`config.mk`:
```
export PLATFORM = sky130hd
export DESIGN_NAME = bdm_mem_flat
export DESIGN_NICKNAME = d
export VERILOG_FILES = /design/src/verilog/bdm_pkg.sv /design/src/verilog/bdm_if.sv /design/src/verilog/bdm_mem.sv /design/src/flat_wrapper.sv
export SDC_FILE = /design/constraint.sdc
export NUM_CORES = 1
export LEC_CHECK = 0
export ABC_AREA = 1
export BUFFER_PORTS_ARGS = -buffer_cell sky130_fd_sc_hd__buf_2
export CORE_MARGIN = 2
export CORE_UTILIZATION = 45
export DETAILED_ROUTE_END_ITERATION = 10
export MAX_ROUTING_LAYER = met4
export SYNTH_ARGS = -nofsm -noshare
export SYNTH_HDL_FRONTEND = slang
export SYNTH_SLANG_ARGS = --single-unit
```
`constraint.sdc`:
```
create_clock -name ref_clk_i -period 3.9 [get_ports ref_clk_i]
set_input_delay 0.78 -clock ref_clk_i [delete_from_list [all_inputs] [get_ports ref_clk_i]]
set_output_delay 0.78 -clock ref_clk_i [all_outputs]
set_load 0.01 [all_outputs]
```
`src/verilog/bdm_pkg.sv`:
```
package bdm_pkg;
   localparam int ADDR_W = 9;
   localparam int DATA_W = 8;
   localparam logic [7:0] ADDR_INDIRECT = 8'h00;
   localparam logic [7:0] ADDR_STATUS = 8'h03;
   localparam logic [7:0] ADDR_FSP = 8'h04;
   localparam logic [7:0] ADDR_INTCTL = 8'h0b;
   localparam logic [7:0] ADDR_PFLAGS = 8'h0c;
   localparam logic [7:0] ADDR_PENABLES = 8'h0c;
   localparam logic [7:0] ADDR_GPR_LO = 8'h20;
   localparam logic [7:0] ADDR_GPR_HI = 8'h5f;
   localparam int GPR_DEPTH = 64;
   localparam int BANK_BIT = 7;
   localparam int GIE_BIT = 7;
   localparam int EE_BIT = 7;
   localparam int AD_BIT = 6;
   localparam int CM_BIT = 3;
   localparam int T1_BIT = 0;
   localparam logic [7:0] PFLAGS_MASK = 8'hc9;
   localparam logic [7:0] RST_STATUS = 8'h18;
   localparam logic [7:0] RST_FSP = 8'h00;
   localparam logic [7:0] RST_INTCTL = 8'h00;
   localparam logic [7:0] RST_PFLAGS = 8'h00;
   localparam logic [7:0] RST_PENABLES = 8'h00;
   typedef enum logic [2:0]
   {
      ST_IDLE = 3'b001,
      ST_ACC = 3'b010,
      ST_ANS = 3'b100
   } bdm_host_st_t;
endpackage : bdm_pkg

```
`src/verilog/bdm_if.sv`:
```
`timescale 1ns/1ns
interface bdm_if;
   import bdm_pkg::*;
   logic req;
   logic we;
   logic [ADDR_W-1:0] addr;
   logic [DATA_W-1:0] wdata;
   logic [DATA_W-1:0] rdata;
   logic ack;
   modport dev (input req, we, addr, wdata, output rdata, ack);
   modport core (output req, we, addr, wdata, input rdata, ack);
endinterface : bdm_if

```
`src/verilog/bdm_mem.sv`:
```
`timescale 1ns/1ns
module bdm_mem #(
   parameter bit HAS_ADC = 1'b1
) (
   input wire logic ref_clk_i,
   input wire logic rstn_i,
   bdm_if.dev bus,
   input wire logic eeprom_done_i,
   input wire logic conv_done_i,
   input wire logic cmp_change_i,
   input wire logic timer1_ovf_i,
   output logic [bdm_pkg::DATA_W-1:0] peripheral_flags_o,
   output logic [bdm_pkg::DATA_W-1:0] peripheral_enables_o,
   output logic [bdm_pkg::DATA_W-1:0] interrupt_control_o,
   output logic [bdm_pkg::DATA_W-1:0] core_status_o
);
   import bdm_pkg::*;

   typedef struct packed {
      logic [7:0] status;
      logic [7:0] fsp;
      logic [7:0] intctl;
      logic [7:0] pflags;
      logic [7:0] penables;
      logic [7:0] rdata;
      logic ack;
      logic [GPR_DEPTH-1:0][7:0] gpr;
   } bdm_mem_st_t;

   bdm_mem_st_t st_r;
   bdm_mem_st_t st_nxt;
   logic [8:0] eff;
   logic bank;
   logic indirect;
   logic ind_self;
   logic [5:0] gidx;
   logic hit_gpr;
   logic hit_status;
   logic hit_fsp;
   logic hit_intctl;
   logic hit_flags;
   logic hit_enables;
   logic wr_en;
   logic wr_flags;
   logic [7:0] ev_vec;
   logic [7:0] flags_nxt;
   logic [7:0] rd;

   // any operand whose low seven bits are zero names the port, in either bank
   always_comb
   begin
      indirect = (bus.addr[6:0] == ADDR_INDIRECT[6:0]);
      if (indirect)
      begin
         eff = {st_r.status[BANK_BIT], st_r.fsp};
      end
      else
      begin
         eff = bus.addr;
      end
      // bank 1 addresses here appear as 80h+; fold bit 7 into bank, keep low 7
      bank = eff[8] ^ eff[7];
      ind_self = indirect && (eff[6:0] == ADDR_INDIRECT[6:0]);
      gidx = 6'(eff[6:0] - ADDR_GPR_LO[6:0]);
   end

   // one hit at most; the port itself and unmapped holes hit nothing
   always_comb
   begin
      hit_gpr = 1'b0;
      hit_status = 1'b0;
      hit_fsp = 1'b0;
      hit_intctl = 1'b0;
      hit_flags = 1'b0;
      hit_enables = 1'b0;
      if (!ind_self)
      begin
         if (eff[6:0] >= ADDR_GPR_LO[6:0] && eff[6:0] <= ADDR_GPR_HI[6:0])
         begin
            hit_gpr = 1'b1;
         end
         else
         begin
            unique case ({1'b0, eff[6:0]})
               ADDR_STATUS: hit_status = 1'b1;
               ADDR_FSP: hit_fsp = 1'b1;
               ADDR_INTCTL: hit_intctl = 1'b1;
               ADDR_PFLAGS:
               begin
                  if (bank)
                  begin
                     hit_enables = 1'b1;
                  end
                  else
                  begin
                     hit_flags = 1'b1;
                  end
               end
               default: ;
            endcase
         end
      end
      wr_en = bus.req && bus.we && !ind_self;
      wr_flags = wr_en && hit_flags;
   end

   // unmapped and unimplemented locations fall through to zero
   always_comb
   begin
      rd = 8'h00;
      if (ind_self)
         rd = 8'h00;
      else if (hit_gpr)
         rd = st_r.gpr[gidx];
      else if (hit_status)
         rd = st_r.status;
      else if (hit_fsp)
         rd = st_r.fsp;
      else if (hit_intctl)
         rd = st_r.intctl;
      else if (hit_flags)
         rd = st_r.pflags & PFLAGS_MASK;
      else if (hit_enables)
         rd = st_r.penables;
   end

   // converterless builds tie the conversion source off here
   always_comb
   begin
      ev_vec = 8'h00;
      ev_vec[EE_BIT] = eeprom_done_i;
      ev_vec[AD_BIT] = conv_done_i & HAS_ADC;
      ev_vec[CM_BIT] = cmp_change_i;
      ev_vec[T1_BIT] = timer1_ovf_i;
   end

   // flags ignore the enables; set is or-ed in after the write so no event is lost
   for (genvar i = 0; i < DATA_W; i++)
   begin : g_flag
      if (PFLAGS_MASK[i])
      begin : g_impl
         logic kept;
         assign kept = wr_flags ? bus.wdata[i] : st_r.pflags[i];
         assign flags_nxt[i] = kept | ev_vec[i];
      end
      else
      begin : g_unimpl
         assign flags_nxt[i] = 1'b0;
      end
   end

   always_comb
   begin
      st_nxt = st_r;
      st_nxt.ack = bus.req;
      // read-during-write hands back the old contents
      if (bus.req)
         st_nxt.rdata = rd;
      if (wr_en && hit_gpr)
         st_nxt.gpr[gidx] = bus.wdata;
      if (wr_en && hit_status)
         st_nxt.status = bus.wdata;
      if (wr_en && hit_fsp)
         st_nxt.fsp = bus.wdata;
      if (wr_en && hit_intctl)
         st_nxt.intctl = bus.wdata;
      if (wr_en && hit_enables)
         st_nxt.penables = bus.wdata;
      st_nxt.pflags = flags_nxt;
      // general purpose bytes keep their contents through reset
      if (!rstn_i)
      begin
         st_nxt.status = RST_STATUS;
         st_nxt.fsp = RST_FSP;
         st_nxt.intctl = RST_INTCTL;
         st_nxt.pflags = RST_PFLAGS;
         st_nxt.penables = RST_PENABLES;
         st_nxt.rdata = 8'h00;
         st_nxt.ack = 1'b0;
      end
   end

   always_ff @(posedge ref_clk_i)
   begin
      st_r <= st_nxt;
   end

   assign bus.rdata = st_r.rdata;
   assign bus.ack = st_r.ack;
   assign peripheral_flags_o = st_r.pflags;
   assign peripheral_enables_o = st_r.penables;
   assign interrupt_control_o = st_r.intctl;
   assign core_status_o = st_r.status;
endmodule : bdm_mem

```
`src/flat_wrapper.sv`:
```
// flat-port wrapper written by rule: the top's interface ports become plain ports
module bdm_mem_flat import bdm_pkg::*;
#(
   parameter bit HAS_ADC = 1'b1
)
  (ref_clk_i, rstn_i, eeprom_done_i, conv_done_i, cmp_change_i, timer1_ovf_i, peripheral_flags_o, peripheral_enables_o, interrupt_control_o, core_status_o, bus_req, bus_we, bus_addr, bus_wdata, bus_rdata, bus_ack);
  bdm_if bus_i ();
  input wire logic ref_clk_i;
  input wire logic rstn_i;
  input wire logic eeprom_done_i;
  input wire logic conv_done_i;
  input wire logic cmp_change_i;
  input wire logic timer1_ovf_i;
  output logic [bdm_pkg::DATA_W-1:0] peripheral_flags_o;
  output logic [bdm_pkg::DATA_W-1:0] peripheral_enables_o;
  output logic [bdm_pkg::DATA_W-1:0] interrupt_control_o;
  output logic [bdm_pkg::DATA_W-1:0] core_status_o;
  input wire logic [$bits(bus_i.req)-1:0] bus_req;
  input wire logic [$bits(bus_i.we)-1:0] bus_we;
  input wire logic [$bits(bus_i.addr)-1:0] bus_addr;
  input wire logic [$bits(bus_i.wdata)-1:0] bus_wdata;
  output wire logic [$bits(bus_i.rdata)-1:0] bus_rdata;
  output wire logic [$bits(bus_i.ack)-1:0] bus_ack;
  assign bus_i.req = bus_req;
  assign bus_i.we = bus_we;
  assign bus_i.addr = bus_addr;
  assign bus_i.wdata = bus_wdata;
  assign bus_rdata = bus_i.rdata;
  assign bus_ack = bus_i.ack;
  bdm_mem #(.HAS_ADC(HAS_ADC)) u_core (.ref_clk_i(ref_clk_i), .rstn_i(rstn_i), .bus(bus_i), .eeprom_done_i(eeprom_done_i), .conv_done_i(conv_done_i), .cmp_change_i(cmp_change_i), .timer1_ovf_i(timer1_ovf_i), .peripheral_flags_o(peripheral_flags_o), .peripheral_enables_o(peripheral_enables_o), .interrupt_control_o(interrupt_control_o), .core_status_o(core_status_o));
endmodule
```
==> metrics.txt, run 1 <==
outcome completed; HP Class in -> reg; Die Span Y 239 um; cell at the root of the clock tree sky130_fd_sc_hd__clkbuf_16; YS warnings 0; aggregate routed wire length 65.6 mm; Hold Buf Count CTS 0; sum of negative setup slack 0 ns; slowest stage cell on the critical path sky130_fd_sc_hd__inv_4; final net count 2,741; cells on worst reg2reg path 17; number of flip-flops and latches in the synthesized netlist 557; cell family with most CP delay simple AND/OR/NAND/NOR gates; most frequent standard cell in the layout excluding fill and tap cells sky130_fd_sc_hd__nand2_1; Cell Rows 85; VDD IR-drop max 361 uV; Mapped Area 24,800 um2; arrival time at the worst endpoint 3.51 ns; Hold Path End u_core.peripheral_flags_o[0]; leakage power figure 12.1 nW; WHS 0.366 ns; fraction of layout cells with a size suffix above 1 10.5%; slew at the pin closest to its max-slew limit 1.15 ns; top fanout value on the critical path 30; worst reg2reg path endpoint u_core.bus.rdata[5]; TritonCTS clock tree built; path type of the worst setup path in -> reg; total power after layout 12.6 mW; Required @ worst endpoint 4.38 ns; total of cells resized after clock tree synthesis 0; Routed wire per std cell 19.0 um; worst-case register-to-register setup slack 1.09 ns; unrepaired setup endpoints after global routing no; Hold Fails Final Rpt 0; area grow syn2layout 13.5%; die footprint 56,900 um2; Post-synth EDFFs 512; post-CTS setup buffers 0; Initial Util 45.7%; Port Buf Inserts 61; crit share post-route 77.6%; most frequent cells in the layout sky130_fd_sc_hd__nand2_1 (1,085), sky130_fd_sc_hd__edfxtp_1 (512), sky130_fd_sc_hd__inv_1 (277); global-route wire length before repair 101 mm; core area 54,100 um2; detailed-route DRC error count 0; number of H-tree levels 2; routability-driven placement congestion ratio 0.914; top post-synthesis cells by area sky130_fd_sc_hd__edfxtp_1 (62%), sky130_fd_sc_hd__nand2_1 (16%), sky130_fd_sc_hd__nand3_1 (4.4%); cell occurring most often along the worst timing path sky130_fd_sc_hd__nand2_1; number of global-route vias before repair 17,292; CTS clock-pin slew for the worst setup and hold paths 0.06 ns; Die Width 239 um; Detailed Routing Iterations Pass 1 5; number of stages on the worst hold path 3; CP Cell Sequence buf_2, inv_2, nand2_1, nor2_2, nand2_2, nor2_1, nor2_4, buf_4, inv_4, buf_4, nand2_1, nand2_1, nand2_1, nand2_1, nor2_1, nor2_1, nor2_1, nand2_1, nand2_1, nand2_1, a21oi_1; maximum number of pins on one net before global-route repair 97; CP Launch Point bus_addr[2]; sequential fraction of the synthesis area 65.8%; areal power density over the cells 449 nW/um2; number of failing setup endpoints in the final timing report 0; Reg-to-Reg Start u_core.st_r[545]; Post-Synthesis Mean Instance Area 9.46 um2; headroom to the max-slew limit 23.2%; number of DRC markers in iteration 0 1,720; worst-case clock buffer depth 3; total routing usage reported by global routing 24.1%; number of buffers and inverters on the critical path 5; share of flip-flops with an asynchronous set or reset after synthesis 0%; predominant post-synthesis flop cell sky130_fd_sc_hd__edfxtp_1; min cycle time layout 3.03 ns; delay contributed by the slowest stage of the critical path 0.37 ns; HPWL after detailed placement 40.4 mm; Ports 66; post-synth top area share 62.1%; Antenna Violating Nets Remaining 0; final setup skew 0.0189 ns; later-pin clock latency in the skew report 0.62 ns; clk sink count 557; dominant cell type by area after synthesis sky130_fd_sc_hd__edfxtp_1; instance count of the mapped netlist 2,616; number of buffers created by CTS 58; f_max 330 MHz; number of max-cap violations 0; max-slew violation total from the final report 0; launching element type of the critical path primary input; hold path start timer1_ovf_i; ANT cells 0; number of antenna violations at the first check in global routing 0; critical path capture point type register; sum of overflow across all layers after global routing 0; DR vias/cell 5.13; Netlist cell types 32; via count of the routed design 17,749
-- cells by family (layout without fill, tap and decap cells) --
kind of cell	after synthesis	in the layout	share of synthesized area, %
flops	557	557	65.8
compound gates	92	92	2.05
xor+xnor	2	2	0.0708
simple gates	1528	1528	24.8
buf+inv	436	581	7.36
other cells	1	4	0.0151
-- synthesized netlist by cell type, drive strengths merged, types with 2 or more instances --
cell / number
a21oi: 38
buf: 80
clkbuf: 69
dfxtp: 45
edfxtp: 512
inv: 287
nand2: 1088
nand3: 216
nand3b: 24
nor2: 196
nor3: 2
o211ai: 4
o21a: 2
o21ai: 44
o31ai: 2
-- tightest hold or removal path, stage by stage --
cell,delay [ns]
sky130_fd_sc_hd__buf_2,0.07
sky130_fd_sc_hd__o31ai_1,0.06
sky130_fd_sc_hd__inv_1,0.04
-- cell type report --
class	count	area, um2
repair buffers	186	1390
fillers	4914	26000
clock inverters	35	256
inverters	287	1080
flip-flops and latches	557	16300
well taps	696	871
multi-input cells	1626	6710
clock buffers	73	1520
-- sequential cells by signal, indices dropped and copies added, names as in the netlist --
| signal | flops |
|---|---|
| u_core.peripheral_enables_o | 8 |
| u_core.peripheral_flags_o | 4 |
| u_core.bus.rdata | 8 |
| u_core.st_r | 520 |
| u_core.core_status_o | 8 |
| u_core.interrupt_control_o | 8 |
| u_core.bus.ack | 1 |
-- worst max path at each step --
stage / end / cells after the start
floorplan: u_core.st_r[104] / 13
detailed placement: u_core.bus.rdata[7] / 21
global placement: u_core.bus.rdata[7] / 21
finish: u_core.bus.rdata[3] / 21
CTS: u_core.bus.rdata[7] / 21
global route: u_core.bus.rdata[5] / 21
-- power by group --
part | switching [mW] | total (mW) | leakage [nW] | internal [mW]
registers | 0.0125 | 6.55 | 4.97 | 6.54
clock network | 2.28 | 5.22 | 0.861 | 2.94
logic | 0.619 | 0.842 | 6.30 | 0.223
total | 2.91 | 12.6 | 12.1 | 9.70
-- through the flow --
| step | cells | setup WS, ns | utilization, % | instance area (um2) |
|---|---|---|---|---|
| after floorplan | 2619 | 0.620 | - | 24800 |
| after global placement | 3352 | 0.271 | 48.6 | 26300 |
| after detailed placement | 3352 | 0.270 | 48.6 | 26300 |
| after CTS | 3460 | 0.925 | 51.9 | 28100 |
| after global routing | 3460 | 0.646 | 51.9 | 28100 |
| final | 3460 | 0.872 | 51.9 | 28100 |
-- per-layer routing --
layer	up-vias	GRT usage, %	part of all wire (%)
li1	8564	-	-
met4	0	7.16	2.6
met3	115	3.63	7.2
met1	8424	33.1	44
met5	-	-	0
met2	646	37.3	46
Power figures use the tool's default switching activity.
==> run 2: changes to the inputs <==
clock period = 2.95 ns   (was 3.9 ns; I/O delays follow)
==> run 2 against run 1 <==
Register-to-register slack lost 0.74 ns; clock power grew 37%; count of clock-buffer cells in the layout rose by 3; combinational power rose by 56%; hold slack got worse by 0.19 ns; die area did not move; critical path type unchanged; critical endpoint is now u_core.bus.rdata[4].
==> metrics.txt, run 2 (synthesis gave the netlist of run 1 again) <==
VDD IR-drop max 498 uV; worst-case register-to-register setup slack 0.35 ns; areal power density over the cells 576 nW/um2; post-CTS setup buffers 0; die footprint 56,900 um2; HPWL after detailed placement 45.2 mm; leakage power figure 12.9 nW; slew at the pin closest to its max-slew limit 0.763 ns; Detailed Routing Iterations Pass 1 5; crit share post-route 89.4%; Hold Buf Count CTS 0; total power after layout 17.1 mW; Cell Rows 85; core area 54,100 um2; DR vias/cell 5.11; arrival time at the worst endpoint 3.18 ns; Most flops, register u_core.st_r; min cycle time layout 2.64 ns; ANT cells 0; total routing usage reported by global routing 25.5%; critical path capture point type register; Ports 66; headroom to the max-slew limit 49.2%; max-slew violation total from the final report 0; fraction of layout cells with a size suffix above 1 15.3%; Initial Util 45.7%; HP Class in -> reg; CTS clock-pin slew for the worst setup and hold paths 0.06 ns; number of H-tree levels 2; Die Width 239 um; most frequent cells in the layout sky130_fd_sc_hd__nand2_1 (1,085), sky130_fd_sc_hd__edfxtp_1 (512), sky130_fd_sc_hd__inv_1 (277); final setup skew 0.0205 ns; area grow syn2layout 20.2%; later-pin clock latency in the skew report 0.62 ns; number of buffers created by CTS 57; cell occurring most often along the worst timing path sky130_fd_sc_hd__nand2_1; Routed wire per std cell 19.3 um; routability-driven placement congestion ratio 0.945; detailed-route DRC error count 0; number of global-route vias before repair 17,812; f_max 379 MHz; cell at the root of the clock tree sky130_fd_sc_hd__clkbuf_16; Port Buf Inserts 61; clk sink count 557; Die Span Y 239 um; maximum number of pins on one net before global-route repair 70; unrepaired setup endpoints after global routing no; total of cells resized after clock tree synthesis 0; global-route wire length before repair 106 mm; flip-flop count of the largest register, all copies and words added 520; CP Cell Sequence buf_2, inv_2, nand2_1, nor2_2, nand2_2, buf_4, o21ai_2, inv_1, nand2_1, inv_1, buf_4, buf_4, nand2_1, nand2_1, nor2_1, nor2_1, nor2_1, nand2_1, nand2_1, nand2_1, a21oi_1; worst-case clock buffer depth 3; area of placed instances 27,900 um2; slowest stage cell on the critical path sky130_fd_sc_hd__nor2_2; number of antenna violations at the first check in global routing 1; outcome completed; Hold Fails Final Rpt 0; Required @ worst endpoint 3.49 ns; number of failing setup endpoints in the final timing report 0; final instance area 29,700 um2; path type of the worst setup path in -> reg; aggregate routed wire length 69.2 mm; sum of overflow across all layers after global routing 0; Antenna Violating Nets Remaining 0; top fanout value on the critical path 7; via count of the routed design 18,333; TritonCTS clock tree built; number of DRC markers in iteration 0 1,884; delay contributed by the slowest stage of the critical path 0.24 ns; most frequent standard cell in the layout excluding fill and tap cells sky130_fd_sc_hd__nand2_1; number of max-cap violations 0; final net count 2,868; launching element type of the critical path primary input
==> run 2: routing by layer <==
metal	GRT usage, %	vias to the layer above	wire [um]
met4	8.24	0	2130
li1	-	8827	-
met2	39.4	650	32000
met5	-	-	0
met1	34.8	8720	30300
met3	4.09	136	4830
==> run 2: path summary, 6_finish.rpt <==
path | start | endpoint | cells past startpoint
max reg2reg | u_core.st_r[545] | u_core.bus.rdata[1] | 15
min reg2reg | u_core.interrupt_control_o[0] | u_core.interrupt_control_o[0] | 2
max | bus_addr[3] | u_core.bus.rdata[4] | 21
min | conv_done_i | u_core.peripheral_flags_o[6] | 3
==> run 2: worst max-delay path: cells and delay by family <==
family / cells / cell delay [ns]
AO/OA/AOI/OAI: 2 / 0.30
AND/OR/NAND/NOR: 12 / 1.41
buffers and inverters: 7 / 0.87
==> run 2: power breakdown <==
part / switching [mW] / internal, mW / total [mW]
Combinational: 0.881 / 0.427 / 1.31
Clock: 2.98 / 4.18 / 7.17
Sequential: 0.0177 / 8.64 / 8.66
Total: 3.88 / 13.3 / 17.1
==> run 2: through the flow <==
step | std cells | TNS [ns] | hold slack (ns) | setup slack, ns | util (%)
final | 3585 | 0 | 0.176 | 0.312 | 55.0
after CTS | 3585 | 0 | 0.153 | 0.353 | 55.0
after global routing | 3585 | 0 | 0.187 | 0.0955 | 55.0
after global placement | 3480 | -50.93 | 0.467 | -0.236 | 51.6
after floorplan | 2619 | -41.52 | 0.439 | -0.140 | -
after detailed placement | 3480 | -63.51 | 0.470 | -0.288 | 51.6
==> run 2: cell type report <==
type / instances / area (um2)
fill: 4800 / 24400
sequential: 557 / 16300
multi-input combinational: 1626 / 6770
timing repair buffer: 314 / 2920
clock buffer: 76 / 1550
inverter: 287 / 1080
tap: 696 / 871
clock inverter: 29 / 284
==> run 3: changes to the inputs <==
PLACE_DENSITY_LB_ADDON = 0.3   (was unset)
==> run 3 against run 2 <==
Register-to-register slack improved by 0.11 ns; via count grew 0.13%; setup slack better by 0.015 ns; hold slack improved by 0.012 ns; sequential power about the same; highest routed layer unchanged; critical path depth decreased by 1; maximum frequency rose by 0.57%; non-clock buffer count is 11 lower; routed wire length fell by 4.0%; first-iteration DRC count shrank 4.9%; count of clock-buffer cells in the layout down 10; clock power down 0.8%.
==> metrics.txt, run 3 (synthesis gave the netlist of run 1 again) <==
outcome completed; global-route wire length before repair 103 mm; f_max 381 MHz; arrival time at the worst endpoint 3.16 ns; post-CTS setup buffers 0; most frequent cells in the layout sky130_fd_sc_hd__nand2_1 (1,085), sky130_fd_sc_hd__edfxtp_1 (512), sky130_fd_sc_hd__inv_1 (277); Hold Buf Count CTS 0; top fanout value on the critical path 12; internal power of the cells 13.2 mW; CP Cell Sequence buf_2, inv_2, nand2_1, nor2_2, nand2_2, o21ai_2, inv_1, nand2_1, inv_1, buf_4, buf_4, nand2_1, nand2_1, nor2_1, nor2_1, nor2_1, nand2_1, nand2_1, nand2_1, a21oi_1; min cycle time layout 2.62 ns; number of antenna violations at the first check in global routing 0; core area 54,100 um2; cell at the root of the clock tree sky130_fd_sc_hd__clkbuf_16; number of global-route vias before repair 18,109; routability-driven placement congestion ratio 0.923; crit share post-route 88.9%; Routed wire per std cell 18.6 um; slowest stage cell on the critical path sky130_fd_sc_hd__o21ai_2; Layout Utilization 54.5%; clk sink count 557; final setup slack of the worst path 0.327 ns; area grow syn2layout 19.3%; flip-flop count of the largest register, all copies and words added 520; TritonCTS clock tree built; path type of the worst setup path in -> reg; number of failing setup endpoints in the final timing report 0; combinational cell fraction of total power 7.4%; Antenna Violating Nets Remaining 0; total routing usage reported by global routing 24.4%; Most flops, register u_core.st_r; Required @ worst endpoint 3.48 ns; worst slack after detailed placement -0.262 ns; fraction of layout cells with a size suffix above 1 15.2%; detailed-route DRC error count 0; slew at the pin closest to its max-slew limit 0.728 ns; VDD IR-drop max 455 uV; HPWL after detailed placement 43.8 mm; number of DRC markers in iteration 0 1,791; sum of negative setup slack 0 ns; sum of overflow across all layers after global routing 0; final setup skew 0.0243 ns; Die Span Y 239 um; unrepaired setup endpoints after global routing no; via count of the routed design 18,356; later-pin clock latency in the skew report 0.61 ns; areal power density over the cells 576 nW/um2; max-slew violation total from the final report 0; die footprint 56,900 um2; leakage power figure 12.8 nW; part of the total power dissipated in the clock network 41.8%; total of cells resized after clock tree synthesis 0; multi-input gate area in the final layout 6770 um2; HP Class in -> reg; final instance area 29,500 um2; switching power total 3.86 mW; number of filler cells placed in the layout 4,752; Detailed Routing Iterations Pass 1 6; number of buffers created by CTS 57; delay contributed by the slowest stage of the critical path 0.30 ns; aggregate routed wire length 66.5 mm; area used by sequential logic in the layout 16,300 um2; ANT cells 0; critical path capture point type register; Ports 66; Hold Fails Final Rpt 0; Initial Util 45.7%; Port Buf Inserts 61; Die Width 239 um; area of placed instances 27,700 um2; number of max-cap violations 0; cell occurring most often along the worst timing path sky130_fd_sc_hd__nand2_1; maximum number of pins on one net before global-route repair 74; most frequent standard cell in the layout excluding fill and tap cells sky130_fd_sc_hd__nand2_1; worst-case clock buffer depth 3; Cell Rows 85; launching element type of the critical path primary input; switching share of power 22.7%; headroom to the max-slew limit 51.5%; worst-case register-to-register setup slack 0.46 ns; CTS clock-pin slew for the worst setup and hold paths 0.06 ns; final net count 2,857; sequential share of power 50.9%; number of H-tree levels 2; DR vias/cell 5.14
run 3: area by class of cell:
class | instances | area share [%]
Clock buffer | 66 | 5.05
Clock inverter | 34 | 1.14
Inverter | 287 | 3.66
Multi-Input combinational cell | 1626 | 22.9
Sequential cell | 557 | 55.1
Tap cell | 696 | 2.95
Timing Repair Buffer | 303 | 9.14
run 3: worst paths after layout:
path,endpoint,from,depth (start not counted)
setup / recovery,u_core.bus.rdata[3],bus_addr[3],20
hold / removal,u_core.peripheral_flags_o[0],timer1_ovf_i,3
setup reg to reg,u_core.bus.rdata[3],u_core.st_r[546],16
hold reg to reg,u_core.bus.rdata[7],u_core.bus.rdata[7],2
run 3: power groups by stage:
stage | combinational [mW] | sequential, mW | clock [mW]
6_report | 1.25 | 8.66 | 7.11
5_1_grt | 1.37 | 8.65 | 7.53
4_1_cts | 1.25 | 8.65 | 7.21
3_5_place_dp | 1.24 | 8.82 | 0
3_3_place_gp | 1.23 | 8.82 | 0
2_1_floorplan | 0.626 | 8.82 | 0
run 3: layer usage:
metal | up-vias | share of wire (%) | global-route usage, % | wire, um
met1 | 8800 | 43 | 32.8 | 28600
met4 | 0 | 2.6 | 7.18 | 1720
met5 | - | 0 | - | 0
li1 | 8785 | - | - | -
met2 | 655 | 47 | 39.2 | 31500
met3 | 116 | 7.0 | 3.08 | 4620
run 3: metrics by stage:
stage,hold WS [ns],total power [mW],instances
6_report,0.189,17.0,3569
5_1_grt,0.189,17.6,3569
4_1_cts,0.168,17.1,3569
3_5_place_dp,0.466,10.1,3469
3_3_place_gp,0.459,10.1,3469
2_1_floorplan,0.439,9.44,2619
run 3: worst max-delay path, delay by kind of cell:
kind / cells / cell delay (ns)
AO/OA/AOI/OAI: 2 / 0.40
buffers and inverters: 6 / 0.81
AND/OR/NAND/NOR: 12 / 1.32
